$ cat src/logic/adcr_pkg.sv
// constants and types of the converter status, test and port registers
//
// Overview of operation
// - enable bit set turns the select code into a special code.
// - special codes 100 high, 101 low, 110 midpoint; others reserved.
// - test bits seven and six read undefined; writes accepted anytime.
// - flag x sets when conversion x of a sequence completes.
// - any write to conversion start control clears all eight flags.
// - without fast clear, flag x clears on status read then result read.
// - with fast clear, any read of result x clears flag x.
// - status and port data registers read anytime; writes change nothing.
// - input enable bit x gates pin x buffer; register read/write anytime.
// - enabled bit x reads the current level on analog pin x.
// - disabled bit x reads constant one whatever the pin level.
// - reset sets every port data bit to one.
// - special off: select code maps straight to external input 0-7.
package adcr_pkg;

  // ----------------------------------------------------------------------
  // register map: offsets are word indices, byte address is index * 4
  // ----------------------------------------------------------------------
  localparam logic [5:0] IDX_SPECIAL_CHANNEL_TEST = 6'h09;
  localparam logic [5:0] IDX_CONV_COMPLETE_STATUS = 6'h0B;
  localparam logic [5:0] IDX_DIGITAL_INPUT_ENABLE = 6'h0D;
  localparam logic [5:0] IDX_PIN_DIGITAL_READ = 6'h0F;
  localparam logic [5:0] IDX_FLAG_CTRL = 6'h10;
  localparam logic [5:0] IDX_IRQ_STATUS = 6'h11;
  localparam logic [5:0] IDX_IRQ_MASK = 6'h12;
  localparam int ADDR_W = 8;

  // ----------------------------------------------------------------------
  // field positions and reset values
  // ----------------------------------------------------------------------
  localparam int SPECIAL_CHAN_EN_BIT = 0;
  localparam int FAST_FLAG_CLEAR_BIT = 0;
  localparam logic [7:0] TEST_READ_MASK = 8'h3F;
  localparam logic [7:0] TEST_RESET = 8'h00;
  localparam logic [7:0] FLAGS_RESET = 8'h00;
  localparam logic [7:0] INPUT_ENABLE_RESET = 8'h00;
  localparam logic [7:0] PIN_READ_RESET = 8'hFF;
  localparam logic [7:0] PIN_READ_DISABLED = 8'hFF;
  localparam logic [7:0] IRQ_MASK_RESET = 8'h00;

  // ----------------------------------------------------------------------
  // bus answers
  // ----------------------------------------------------------------------
  localparam logic [1:0] RESP_OKAY = 2'h0;
  localparam logic [1:0] RESP_SLVERR = 2'h2;

  // ----------------------------------------------------------------------
  // converter input selection codes
  // ----------------------------------------------------------------------
  localparam logic [3:0] SEL_HIGH_REF = 4'h8;
  localparam logic [3:0] SEL_LOW_REF = 4'h9;
  localparam logic [3:0] SEL_MID_REF = 4'hA;
  localparam logic [3:0] SEL_RESERVED = 4'hF;
  localparam logic [2:0] CODE_HIGH_REF = 3'h4;
  localparam logic [2:0] CODE_LOW_REF = 3'h5;
  localparam logic [2:0] CODE_MID_REF = 3'h6;

  typedef enum logic [2:0] {
    ADCR_REG_TEST,
    ADCR_REG_STATUS,
    ADCR_REG_ENABLE,
    ADCR_REG_PIN,
    ADCR_REG_CTRL,
    ADCR_REG_IRQ_STAT,
    ADCR_REG_IRQ_MASK,
    ADCR_REG_NONE
  } adcr_reg_t;

endpackage

$ cat src/logic/adcr_pin_if.sv
// pin path signals shared between the register block and the pin sampler
`timescale 1ns/1ns
interface adcr_pin_if;
  logic [7:0] pin_level_bit;
  logic [7:0] input_buffer_on;
  logic [7:0] pin_digital_read;

  modport regs (
    output pin_level_bit,
    output input_buffer_on,
    input pin_digital_read
  );
  modport port (
    input pin_level_bit,
    input input_buffer_on,
    output pin_digital_read
  );
endinterface

$ cat src/logic/adcr_pin_sampler.sv
// synchroniser and port data register for the shared analog pins
`timescale 1ns/1ns
module adcr_pin_sampler (
  input wire logic clk,
  input wire logic reset_n,
  adcr_pin_if.port pins
);

  typedef struct packed {
    logic [7:0] sync1;
    logic [7:0] sync2;
    logic [7:0] pin_read;
  } adcr_samp_t;

  adcr_samp_t s;
  adcr_samp_t next_s;

  localparam logic [7:0] PIN_MASK = adcr_pkg::PIN_READ_DISABLED;

  // ----------------------------------------------------------------------
  // next state
  // ----------------------------------------------------------------------
  // first stage feeds only the second; pins are asynchronous to clk
  always_comb begin
    next_s = s;
    next_s.sync1 = pins.pin_level_bit;
    next_s.sync2 = s.sync1;
    // disabled buffers read as one, enabled ones show the pin
    next_s.pin_read = (s.sync2 & pins.input_buffer_on) |
                      (PIN_MASK & ~pins.input_buffer_on);
  end

  // ----------------------------------------------------------------------
  // state register
  // ----------------------------------------------------------------------
  always_ff @(posedge clk) begin
    if (!reset_n) begin
      s <= '{sync1: 8'h00, sync2: 8'h00,
             pin_read: adcr_pkg::PIN_READ_RESET};
    end else begin
      s <= next_s;
    end
  end

  assign pins.pin_digital_read = s.pin_read;

endmodule

$ cat src/logic/adcr_status_test_port.sv
// converter test, completion status, input enable and port data registers
//
// The AXI4-Lite interface to the registers is this design's own decision.
`timescale 1ns/1ns
module adcr_status_test_port (
  input wire logic clk,
  input wire logic reset_n,
  // axi4-lite slave
  input wire logic [7:0] s_axi_awaddr,
  input wire logic s_axi_awvalid,
  output logic s_axi_awready,
  input wire logic [31:0] s_axi_wdata,
  input wire logic [3:0] s_axi_wstrb,
  input wire logic s_axi_wvalid,
  output logic s_axi_wready,
  output logic [1:0] s_axi_bresp,
  output logic s_axi_bvalid,
  input wire logic s_axi_bready,
  input wire logic [7:0] s_axi_araddr,
  input wire logic s_axi_arvalid,
  output logic s_axi_arready,
  output logic [31:0] s_axi_rdata,
  output logic [1:0] s_axi_rresp,
  output logic s_axi_rvalid,
  input wire logic s_axi_rready,
  // sequencing engine side
  input wire logic conv_start_write,
  input wire logic [2:0] chan_sel,
  input wire logic conv_done,
  input wire logic [2:0] conv_done_index,
  input wire logic result_read,
  input wire logic [2:0] result_read_index,
  // analog mux and pins
  input wire logic [7:0] analog_pin,
  output logic [3:0] input_select,
  output logic select_reserved,
  output logic [7:0] input_buffer_on,
  output logic irq
);

  typedef struct packed {
    // write address and data channels
    logic aw_rdy;
    logic aw_held;
    logic [7:0] aw_addr;
    logic w_rdy;
    logic w_held;
    logic [7:0] w_data;
    logic w_lane0;
    // write answer and read channel
    logic bvalid;
    logic [1:0] bresp;
    logic ar_rdy;
    logic rvalid;
    logic [7:0] rdata;
    logic [1:0] rresp;
    // software-visible registers and flag bookkeeping
    logic [7:0] test_reg;
    logic [7:0] conv_done_flag;
    logic [7:0] status_armed;
    logic [7:0] digital_input_enable;
    logic fast_flag_clear;
    // interrupt and converter routing
    logic [7:0] irq_status;
    logic [7:0] irq_mask;
    logic irq;
    logic [3:0] input_select;
    logic select_reserved;
  } adcr_state_t;

  adcr_state_t s;
  adcr_state_t next_s;

  adcr_pin_if pin_bus ();

  // ----------------------------------------------------------------------
  // helpers
  // ----------------------------------------------------------------------
  // word-aligned decode; the two low address bits are ignored
  function automatic adcr_pkg::adcr_reg_t decode(input logic [7:0] addr);
    adcr_pkg::adcr_reg_t r;
    r = adcr_pkg::ADCR_REG_NONE;
    case (addr[7:2])
      adcr_pkg::IDX_SPECIAL_CHANNEL_TEST: r = adcr_pkg::ADCR_REG_TEST;
      adcr_pkg::IDX_CONV_COMPLETE_STATUS: r = adcr_pkg::ADCR_REG_STATUS;
      adcr_pkg::IDX_DIGITAL_INPUT_ENABLE: r = adcr_pkg::ADCR_REG_ENABLE;
      adcr_pkg::IDX_PIN_DIGITAL_READ: r = adcr_pkg::ADCR_REG_PIN;
      adcr_pkg::IDX_FLAG_CTRL: r = adcr_pkg::ADCR_REG_CTRL;
      adcr_pkg::IDX_IRQ_STATUS: r = adcr_pkg::ADCR_REG_IRQ_STAT;
      adcr_pkg::IDX_IRQ_MASK: r = adcr_pkg::ADCR_REG_IRQ_MASK;
      default: r = adcr_pkg::ADCR_REG_NONE;
    endcase
    return r;
  endfunction

  // one-hot of a three-bit index, used for done and result events
  function automatic logic [7:0] onehot(input logic fire,
                                        input logic [2:0] idx);
    logic [7:0] v;
    v = 8'h00;
    if (fire) begin
      v[idx] = 1'b1;
    end
    return v;
  endfunction

  // reset image of the whole state; readies open so a master may
  // start on the first edge after release
  function automatic adcr_state_t reset_state();
    adcr_state_t r;
    r = '0;
    r.aw_rdy = 1'b1;
    r.w_rdy = 1'b1;
    r.ar_rdy = 1'b1;
    r.test_reg = adcr_pkg::TEST_RESET;
    r.conv_done_flag = adcr_pkg::FLAGS_RESET;
    r.status_armed = adcr_pkg::FLAGS_RESET;
    r.digital_input_enable = adcr_pkg::INPUT_ENABLE_RESET;
    r.irq_status = adcr_pkg::FLAGS_RESET;
    r.irq_mask = adcr_pkg::IRQ_MASK_RESET;
    return r;
  endfunction

  // clear vector of the completion flags; a new sequence clears all
  function automatic logic [7:0] flag_clear(input logic fast,
                                            input logic [7:0] armed,
                                            input logic [7:0] rres,
                                            input logic start);
    logic [7:0] c;
    c = fast ? rres : (rres & armed);
    if (start) begin
      c = 8'hFF;
    end
    return c;
  endfunction

  // ----------------------------------------------------------------------
  // pin path
  // ----------------------------------------------------------------------
  // pins go in raw; the sampler owns the synchroniser
  assign pin_bus.pin_level_bit = analog_pin;
  assign pin_bus.input_buffer_on = s.digital_input_enable;

  adcr_pin_sampler u_sampler (
    .clk(clk),
    .reset_n(reset_n),
    .pins(pin_bus)
  );

  // ----------------------------------------------------------------------
  // next state
  // ----------------------------------------------------------------------
  always_comb begin
    adcr_pkg::adcr_reg_t wsel;
    adcr_pkg::adcr_reg_t rsel;
    logic [7:0] done_vec;
    logic [7:0] rres_vec;
    logic [7:0] flag_clr;
    logic [7:0] irq_clr;
    logic status_read;
    logic do_write;
    // decode both addresses and turn events into vectors
    wsel = decode(s.aw_addr);
    rsel = decode(s_axi_araddr);
    done_vec = onehot(conv_done, conv_done_index);
    rres_vec = onehot(result_read, result_read_index);
    flag_clr = 8'h00;
    irq_clr = 8'h00;
    status_read = 1'b0;
    do_write = s.aw_held && s.w_held && !s.bvalid;
    next_s = s;

    // address and data are taken independently, in either order
    if (s.aw_rdy && s_axi_awvalid) begin
      next_s.aw_rdy = 1'b0;
      next_s.aw_held = 1'b1;
      next_s.aw_addr = s_axi_awaddr;
    end
    if (s.w_rdy && s_axi_wvalid) begin
      next_s.w_rdy = 1'b0;
      next_s.w_held = 1'b1;
      next_s.w_data = s_axi_wdata[7:0];
      next_s.w_lane0 = s_axi_wstrb[0];
    end

    // write commits once both halves are held; only lane 0 carries data
    if (do_write) begin
      next_s.aw_held = 1'b0;
      next_s.w_held = 1'b0;
      next_s.bvalid = 1'b1;
      next_s.bresp = adcr_pkg::RESP_OKAY;
      case (wsel)
        adcr_pkg::ADCR_REG_TEST: begin
          // all bits stored; only the enable bit steers the mux
          if (s.w_lane0) begin
            next_s.test_reg = s.w_data;
          end
        end
        // input enable register drives the buffers directly
        adcr_pkg::ADCR_REG_ENABLE: begin
          if (s.w_lane0) begin
            next_s.digital_input_enable = s.w_data;
          end
        end
        // own control register, fast flag clear option
        adcr_pkg::ADCR_REG_CTRL: begin
          if (s.w_lane0) begin
            next_s.fast_flag_clear = s.w_data[adcr_pkg::FAST_FLAG_CLEAR_BIT];
          end
        end
        // interrupt status is write one to clear
        adcr_pkg::ADCR_REG_IRQ_STAT: begin
          if (s.w_lane0) begin
            irq_clr = s.w_data;
          end
        end
        // mask has the layout of the interrupt status
        adcr_pkg::ADCR_REG_IRQ_MASK: begin
          if (s.w_lane0) begin
            next_s.irq_mask = s.w_data;
          end
        end
        // read-only registers accept the write and keep their value
        adcr_pkg::ADCR_REG_STATUS:
          next_s.bresp = adcr_pkg::RESP_OKAY;
        adcr_pkg::ADCR_REG_PIN: next_s.bresp = adcr_pkg::RESP_OKAY;
        default: next_s.bresp = adcr_pkg::RESP_SLVERR;
      endcase
    end

    // response taken: open both write channels again
    if (s.bvalid && s_axi_bready) begin
      next_s.bvalid = 1'b0;
      next_s.aw_rdy = 1'b1;
      next_s.w_rdy = 1'b1;
    end

    // read: data answered one cycle after the address is taken
    if (s.ar_rdy && s_axi_arvalid) begin
      next_s.ar_rdy = 1'b0;
      next_s.rvalid = 1'b1;
      next_s.rresp = adcr_pkg::RESP_OKAY;
      case (rsel)
        adcr_pkg::ADCR_REG_TEST:
          next_s.rdata = s.test_reg & adcr_pkg::TEST_READ_MASK;
        // a status read arms the flags it returns
        adcr_pkg::ADCR_REG_STATUS: begin
          next_s.rdata = s.conv_done_flag;
          status_read = 1'b1;
        end
        adcr_pkg::ADCR_REG_ENABLE:
          next_s.rdata = s.digital_input_enable;
        // pin data trails the pins by three edges
        adcr_pkg::ADCR_REG_PIN:
          next_s.rdata = pin_bus.pin_digital_read;
        adcr_pkg::ADCR_REG_CTRL:
          next_s.rdata = {7'h00, s.fast_flag_clear};
        adcr_pkg::ADCR_REG_IRQ_STAT:
          next_s.rdata = s.irq_status;
        adcr_pkg::ADCR_REG_IRQ_MASK:
          next_s.rdata = s.irq_mask;
        default: begin
          next_s.rdata = 8'h00;
          next_s.rresp = adcr_pkg::RESP_SLVERR;
        end
      endcase
    end
    // read answer taken: accept the next address
    if (s.rvalid && s_axi_rready) begin
      next_s.rvalid = 1'b0;
      next_s.ar_rdy = 1'b1;
    end

    // flag clearing: a status read arms the flags then set
    flag_clr = flag_clear(s.fast_flag_clear, s.status_armed, rres_vec,
                          conv_start_write);
    // arming: a result read disarms its flag, a start disarms all
    next_s.status_armed = s.status_armed & ~rres_vec;
    if (status_read) begin
      next_s.status_armed = next_s.status_armed | s.conv_done_flag;
    end
    if (conv_start_write) begin
      next_s.status_armed = 8'h00;
    end
    // a completion in the clearing cycle survives the clear
    next_s.conv_done_flag = (s.conv_done_flag & ~flag_clr) |
                            done_vec;

    // interrupt: sticky, write one to clear, set beats clear
    next_s.irq_status = (s.irq_status & ~irq_clr) | done_vec;
    next_s.irq = |(next_s.irq_status & next_s.irq_mask);

    // converter input routing from select code
    next_s.select_reserved = 1'b0;
    if (s.test_reg[adcr_pkg::SPECIAL_CHAN_EN_BIT]) begin
      case (chan_sel)
        adcr_pkg::CODE_HIGH_REF:
          next_s.input_select = adcr_pkg::SEL_HIGH_REF;
        adcr_pkg::CODE_LOW_REF:
          next_s.input_select = adcr_pkg::SEL_LOW_REF;
        adcr_pkg::CODE_MID_REF:
          next_s.input_select = adcr_pkg::SEL_MID_REF;
        default: begin
          // reserved codes connect nothing rather than a stray pin
          next_s.input_select = adcr_pkg::SEL_RESERVED;
          next_s.select_reserved = 1'b1;
        end
      endcase
    end else begin
      // plain mode: the code is the external pin number
      next_s.input_select = {1'b0, chan_sel};
    end
  end

  // ----------------------------------------------------------------------
  // state register
  // ----------------------------------------------------------------------
  // synchronous reset loads the whole reset image in one step
  always_ff @(posedge clk) begin
    if (!reset_n) begin
      s <= reset_state();
    end else begin
      s <= next_s;
    end
  end

  // ----------------------------------------------------------------------
  // outputs, all straight from the state register
  // ----------------------------------------------------------------------
  // bus side
  assign s_axi_awready = s.aw_rdy;
  assign s_axi_wready = s.w_rdy;
  assign s_axi_bvalid = s.bvalid;
  assign s_axi_bresp = s.bresp;
  assign s_axi_arready = s.ar_rdy;
  assign s_axi_rvalid = s.rvalid;
  assign s_axi_rdata = {24'h000000, s.rdata};
  assign s_axi_rresp = s.rresp;

  // converter side
  assign input_select = s.input_select;
  assign select_reserved = s.select_reserved;
  assign input_buffer_on = s.digital_input_enable;
  assign irq = s.irq;

endmodule

$ cat config.mk
export PLATFORM = sky130hd
export DESIGN_NAME = adcr_status_test_port
export DESIGN_NICKNAME = d
export VERILOG_FILES = /design/src/logic/adcr_pkg.sv /design/src/logic/adcr_pin_if.sv /design/src/logic/adcr_pin_sampler.sv /design/src/logic/adcr_status_test_port.sv
export SDC_FILE = /design/constraint.sdc
export NUM_CORES = 1
export LEC_CHECK = 0
export BUFFER_PORTS_ARGS = -buffer_cell sky130_fd_sc_hd__buf_2
export CORE_UTILIZATION = 52
export DETAILED_ROUTE_END_ITERATION = 10
export PLACE_DENSITY_LB_ADDON = 0.1
export SYNTH_ARGS = -nofsm -noshare
export SYNTH_HDL_FRONTEND = slang
export SYNTH_SLANG_ARGS = --single-unit
$ cat constraint.sdc
create_clock -name clk -period 2.6 [get_ports clk]
set_input_delay 0.52 -clock clk [delete_from_list [all_inputs] [get_ports clk]]
set_output_delay 0.52 -clock clk [all_outputs]
set_load 0.01 [all_outputs]
Word level (Yosys, flattened, before mapping)
Index checks and enable logic that the tools add are counted.

word-level totals
  register bits = 113
  input bits = 79
  output and inout bits = 55
  logic and storage cells = 124

cells by class
  order comparisons = 4
  equality and inequality tests = 29
  muxes and demuxes = 25
  bitwise operators = 15
  reduce and logical (&&, ||, !) cells = 24

operator list
  operator                                                               count
  8-bit two-way mux                                                      11
  8-bit case mux with 7 select lines                                     1
  8-bit AND                                                              6
  6-bit by 4-bit == test with 1-bit output, second input constant        8
  3-bit case mux with 7 select lines                                     2
  6-bit by 5-bit == test with 1-bit output, second input constant        6
  8-bit inverter                                                         4
  8-bit OR                                                               4
  3-bit == test, second input constant                                   9
  7-bit OR reduction                                                     2
  3-bit by 2-bit == test with 1-bit output, second input constant        4
  1-bit logical AND                                                      9
  3-bit case mux with 3 select lines                                     1
  3-bit AND reduction                                                    3
  3-bit by 4-bit < comparator with 1-bit output, second input constant   2
  2-bit OR reduction                                                     4
  8-bit OR reduction                                                     1
  1-bit demux with 3-bit select                                          2
  3-bit by 1-bit == test with 1-bit output, second input constant        2
  3-bit by 1-bit >= comparator with 1-bit output, second input constant  2
  3-bit logical NOT                                                      2
  1-bit two-way mux                                                      5
  2-bit two-way mux                                                      2
  3-bit two-way mux                                                      1
  other kinds (4)                                                        4

Depth between registers and ports, before layout
  depth in word-level cells = 11
  mapped depth = 7
  mapped depth without buffers = 6

Cells and area by module
From an unflattened synthesis, not the netlist that was laid out.

second synthesis, totals
  cells, all modules = 518
  area, all modules = 4794.6 um^2

modules (own cells, without submodules)
  module                 times used  cells an instance  area an instance (um^2)  seq. area each (um^2)
  adcr_status_test_port  1           460                4078.9                   1701.6
  adcr_pin_sampler       1           58                 715.7                    480.5

Worst setup path before layout
OpenSTA, ideal clock, no wires.

  kind = input to register
  start = input port s_axi_araddr[3]
  end = register s, in the netlist s_axi_rdata[1]
  setup time = 122 ps
  data arrival time = 2198 ps
  required time = 2478 ps
  path slack = 280 ps
  stages = 4
  path buffers = 0
  cell sequence = or3b_4 a211oi_4 mux4_1 a221o_1

between the ends
  word-level cells in the longest chain between the ends = 4
  elaborated cells between the ends (all ways) = 16
  classes of those cells = eq/ne: 13; mux: 2; reduce/logical: 1

ends and longest elaborated chain
  what                                                                                                  RTL line                      RTL
  start, declared                                                                                       adcr_status_test_port.sv:19   input wire logic [7:0] s_axi_araddr,
  6-bit by 5-bit == test with 1-bit output or 6-bit by 4-bit == test with 1-bit output (tied branches)  adcr_status_test_port.sv:83   case (addr[7:2])
  3-bit case mux with 7 select lines (*)                                                                adcr_status_test_port.sv:83
  3-bit == test (tied with other cells)                                                                 adcr_status_test_port.sv:243  case (rsel)
  8-bit case mux with 7 select lines (*)                                                                adcr_status_test_port.sv:243
  end signal, assigned                                                                                  adcr_status_test_port.sv:321  s <= reset_state();
  end signal, assigned                                                                                  adcr_status_test_port.sv:323  s <= next_s;
  end, declared                                                                                         adcr_status_test_port.sv:71   adcr_state_t s;

Every way passes the cells marked *; elsewhere a longest branch is shown, timed or not.
A chain may end at the register's enable or synchronous reset.

Worst setup path in the final report
  start = input port s_axi_araddr[3]
  end = register s, in the netlist s_axi_rdata[3]

The elaborated chain is that of the path after synthesis.

==> out/metrics.csv <==
metric,value,unit
status,"complete, but fails checks",
holdBufCountCts,0,
cts_post_setup_buffers_inserted,0,
crit_arrival,2.39,ns
synth.avg_cell_area,8.91,µm²
insertedDiodeCount,0,
grt_antenna_before_repair,0,
cts-buffers-inserted,9,
synth_flop_cell,dfxtp_1,
power_density,574,nW/µm²
hp-class,input pin to register,
worst_skew_pair.late_latency,0.37,ns
hpwlAfterDp,7670,µm
rows,34,
post_synth_inst_count,534,
timing.critical_path.slowest_cell_delay,0.44,ns
cts.sink_count,109,
dr.first_iter.drc_count,214,
synth_warnings,0,
port_buffers,76,
number_of_h_tree_levels,3,
wire_per_inst,15.1,µm
postSynthRegisterBits,109,
violations_in_the_final_reports,DRC,
layout_area_growth_over_synthesis,9.38,%
fmax,0.464,GHz
worst_path_max_delay_cell,a221oi_1,
timing.final.crit_period,2.16,ns
leakagePower,2.19,nW
synth_area,4760,µm²
seq_area_frac_synth,45.8,%
final_worst_path_cycle_share,82.9,%
pin_count_of_the_biggest_net_entering_global_routing,37,
final_nets,668,
worst_setup_path_end_kind,register,
final_antenna_net_count,0,
io-pin-count,134,
layout-drive-gt1-share,19.7,%
clk_transition_reported_paths,0.11,ns
setup.worst_path.start_class,input pin,
grt_overflow_total,0,
total_global_route_track_usage,23.0,%
synth_enable_flop_cells,0,
ctsLongestPathBuffers,2,
critical_path.cell_chain,buf_2 > or3b_4 > a211oi_4 > buf_12 > mux2i_1 > o2bb2ai_1 > a221oi_1 > o21ai_0,
drv_slew,0,
routed-via-count,3784,
first_global_vias,3544,
detail_route.first_pass.iterations,8,
tritoncts,built,
cts-root-buf,clkbuf_8,
fin_skew,0.0142,ns
crit_required,2.84,ns
finalNonFillerCells,702,
timing_worst_setup_path_type,input pin to register,
floorplan.die.width,97.7,µm
maxCapViolCount,0,
die_height,97.7,µm
post_synth_num_cell_types,52,
power.ir.vdd_worst,0.322,mV
final_count_of_hold_timing_violations,0,
vias_per_cell,5.39,
total_length_of_routed_wires,10600,µm
post-route-drc-count,16,
post_cts.resized_instances,0,
design.die.area,9540,µm²
gp_congestion,0.905,
initial_core_util,54.0,%
max_transition_margin,57.6,%
core,8810,µm²
tightestPinTransition,0.636,ns
asyncSetResetFlopFracSynth,0,%
wire_length_of_the_first_global_routing_pass,17300,µm
worst_path_maximum_fanout,16,
rsz0062_at_grt,false,
dp.cells,686,
finalSetupTns,0,ns
finalSetupViolations,0,
-- cell usage after synthesis, types with 5 or more instances --
cell type	n	area (µm²)
o31ai_1	6	45.0
and2_1	28	175
inv_1	6	22.5
mux2i_1	27	270
mux2_2	6	67.6
a221oi_1	5	43.8
nand2_1	62	233
nor2b_1	7	43.8
a21oi_1	26	130
buf_4	48	360
a22oi_1	12	90.1
nand2b_1	7	43.8
nand3_1	15	75.1
o21ai_0	32	160
nor2_1	57	214
nand3b_1	12	90.1
o211ai_1	8	60.1
dfxtp_1	109	2180
clkbuf_1	13	48.8
-- area by class of cell --
class,instances,area (µm²)
Multi-Input combinational cell,376,2200
Timing Repair Buffer,86,468
Tap cell,108,135
Sequential cell,109,2180
Clock buffer,11,151
Fill cell,811,3600
Inverter,7,26.3
Clock inverter,5,40.0
-- state kept, by name (all words and copies together), names as in the netlist, 4 cells and up --
register,flops
u_sampler.next_s,8
input_select,4
s,56
s_axi_rdata,8
input_buffer_on,8
u_sampler.s,8
u_sampler.pins.pin_digital_read,8
-- metrics by stage --
| step | hold WS (ns) | area [µm²] | util (%) | setup slack (ns) | power, mW |
|---|---|---|---|---|---|
| finish | 0.346 | 5210 | 59.1 | 0.444 | 2.99 |
| global route | 0.326 | 5210 | 59.1 | 0.421 | 3.12 |
| CTS | 0.336 | 5210 | 59.1 | 0.477 | 3.01 |
| detailed placement | 0.396 | 5010 | 56.9 | 0.0991 | 2.04 |
| global placement | 0.399 | 5010 | 56.9 | 0.133 | 2.04 |
| floorplan | 0.391 | 4850 | - | 0.280 | 1.97 |
-- layer usage --
| layer | up-vias | track usage, % | part of all wire [%] |
|---|---|---|---|
| met2 | 144 | 36.4 | 44 |
| li1 | 1882 | - | - |
| met1 | 1738 | 29.9 | 46 |
| met4 | 0 | 7.69 | 1.8 |
| met5 | - | 0 | 0 |
| met3 | 20 | 7.05 | 8.0 |
-- final timing paths --
path / to / slack (ns) / cells after the start / startpoint
setup / recovery: s_axi_rdata[3]$_SDFFE_PN0P_ / 0.44 / 8 / s_axi_araddr[3]
hold / removal: s_axi_wready$_SDFFE_PP1P_ / 0.35 / 2 / s_axi_wvalid
setup reg to reg: irq$_SDFF_PN0_ / 0.64 / 6 / s_axi_bvalid$_SDFFE_PP0P_
hold reg to reg: u_sampler.pins.pin_digital_read[4]$_SDFF_PN1_ / 0.42 / 1 / u_sampler.s[12]$_SDFF_PN0_
-- layout by cell type, fill, tap and decap left out, types with 9 or more instances in the layout --
cell type	synthesis	layout
dfxtp_1	109	109
buf_2	2	76
nand2_1	62	62
nor2_1	57	57
o21ai_0	32	32
and2_1	28	28
mux2i_1	27	27
a21oi_1	26	26
conb_1	1	26
nand3_1	15	15
nand3b_1	12	12
a22oi_1	12	12
clkbuf_8	0	11
buf_4	48	9
-- power breakdown --
group | internal, mW | total (mW) | switching, mW
registers | 1.71 | 1.75 | 0.0367
clock network | 0.408 | 0.977 | 0.569
logic | 0.0982 | 0.258 | 0.160
-- worst max-delay path: cells and delay by family --
kind            cells  cell delay, ns
compound gates      4            0.97
simple gates        1            0.41
buf+inv             2            0.30
mux                 1            0.18
-- kinds of logic after synthesis --
kind of cell	share of synthesized area, %
AOI/OAI and AO/OA	14.8
DFF	45.8
buffers and inverters	9.83
muxes	7.65
and+or+nand+nor	21.8
other	0.0788
(Power assumes the default switching activity.)
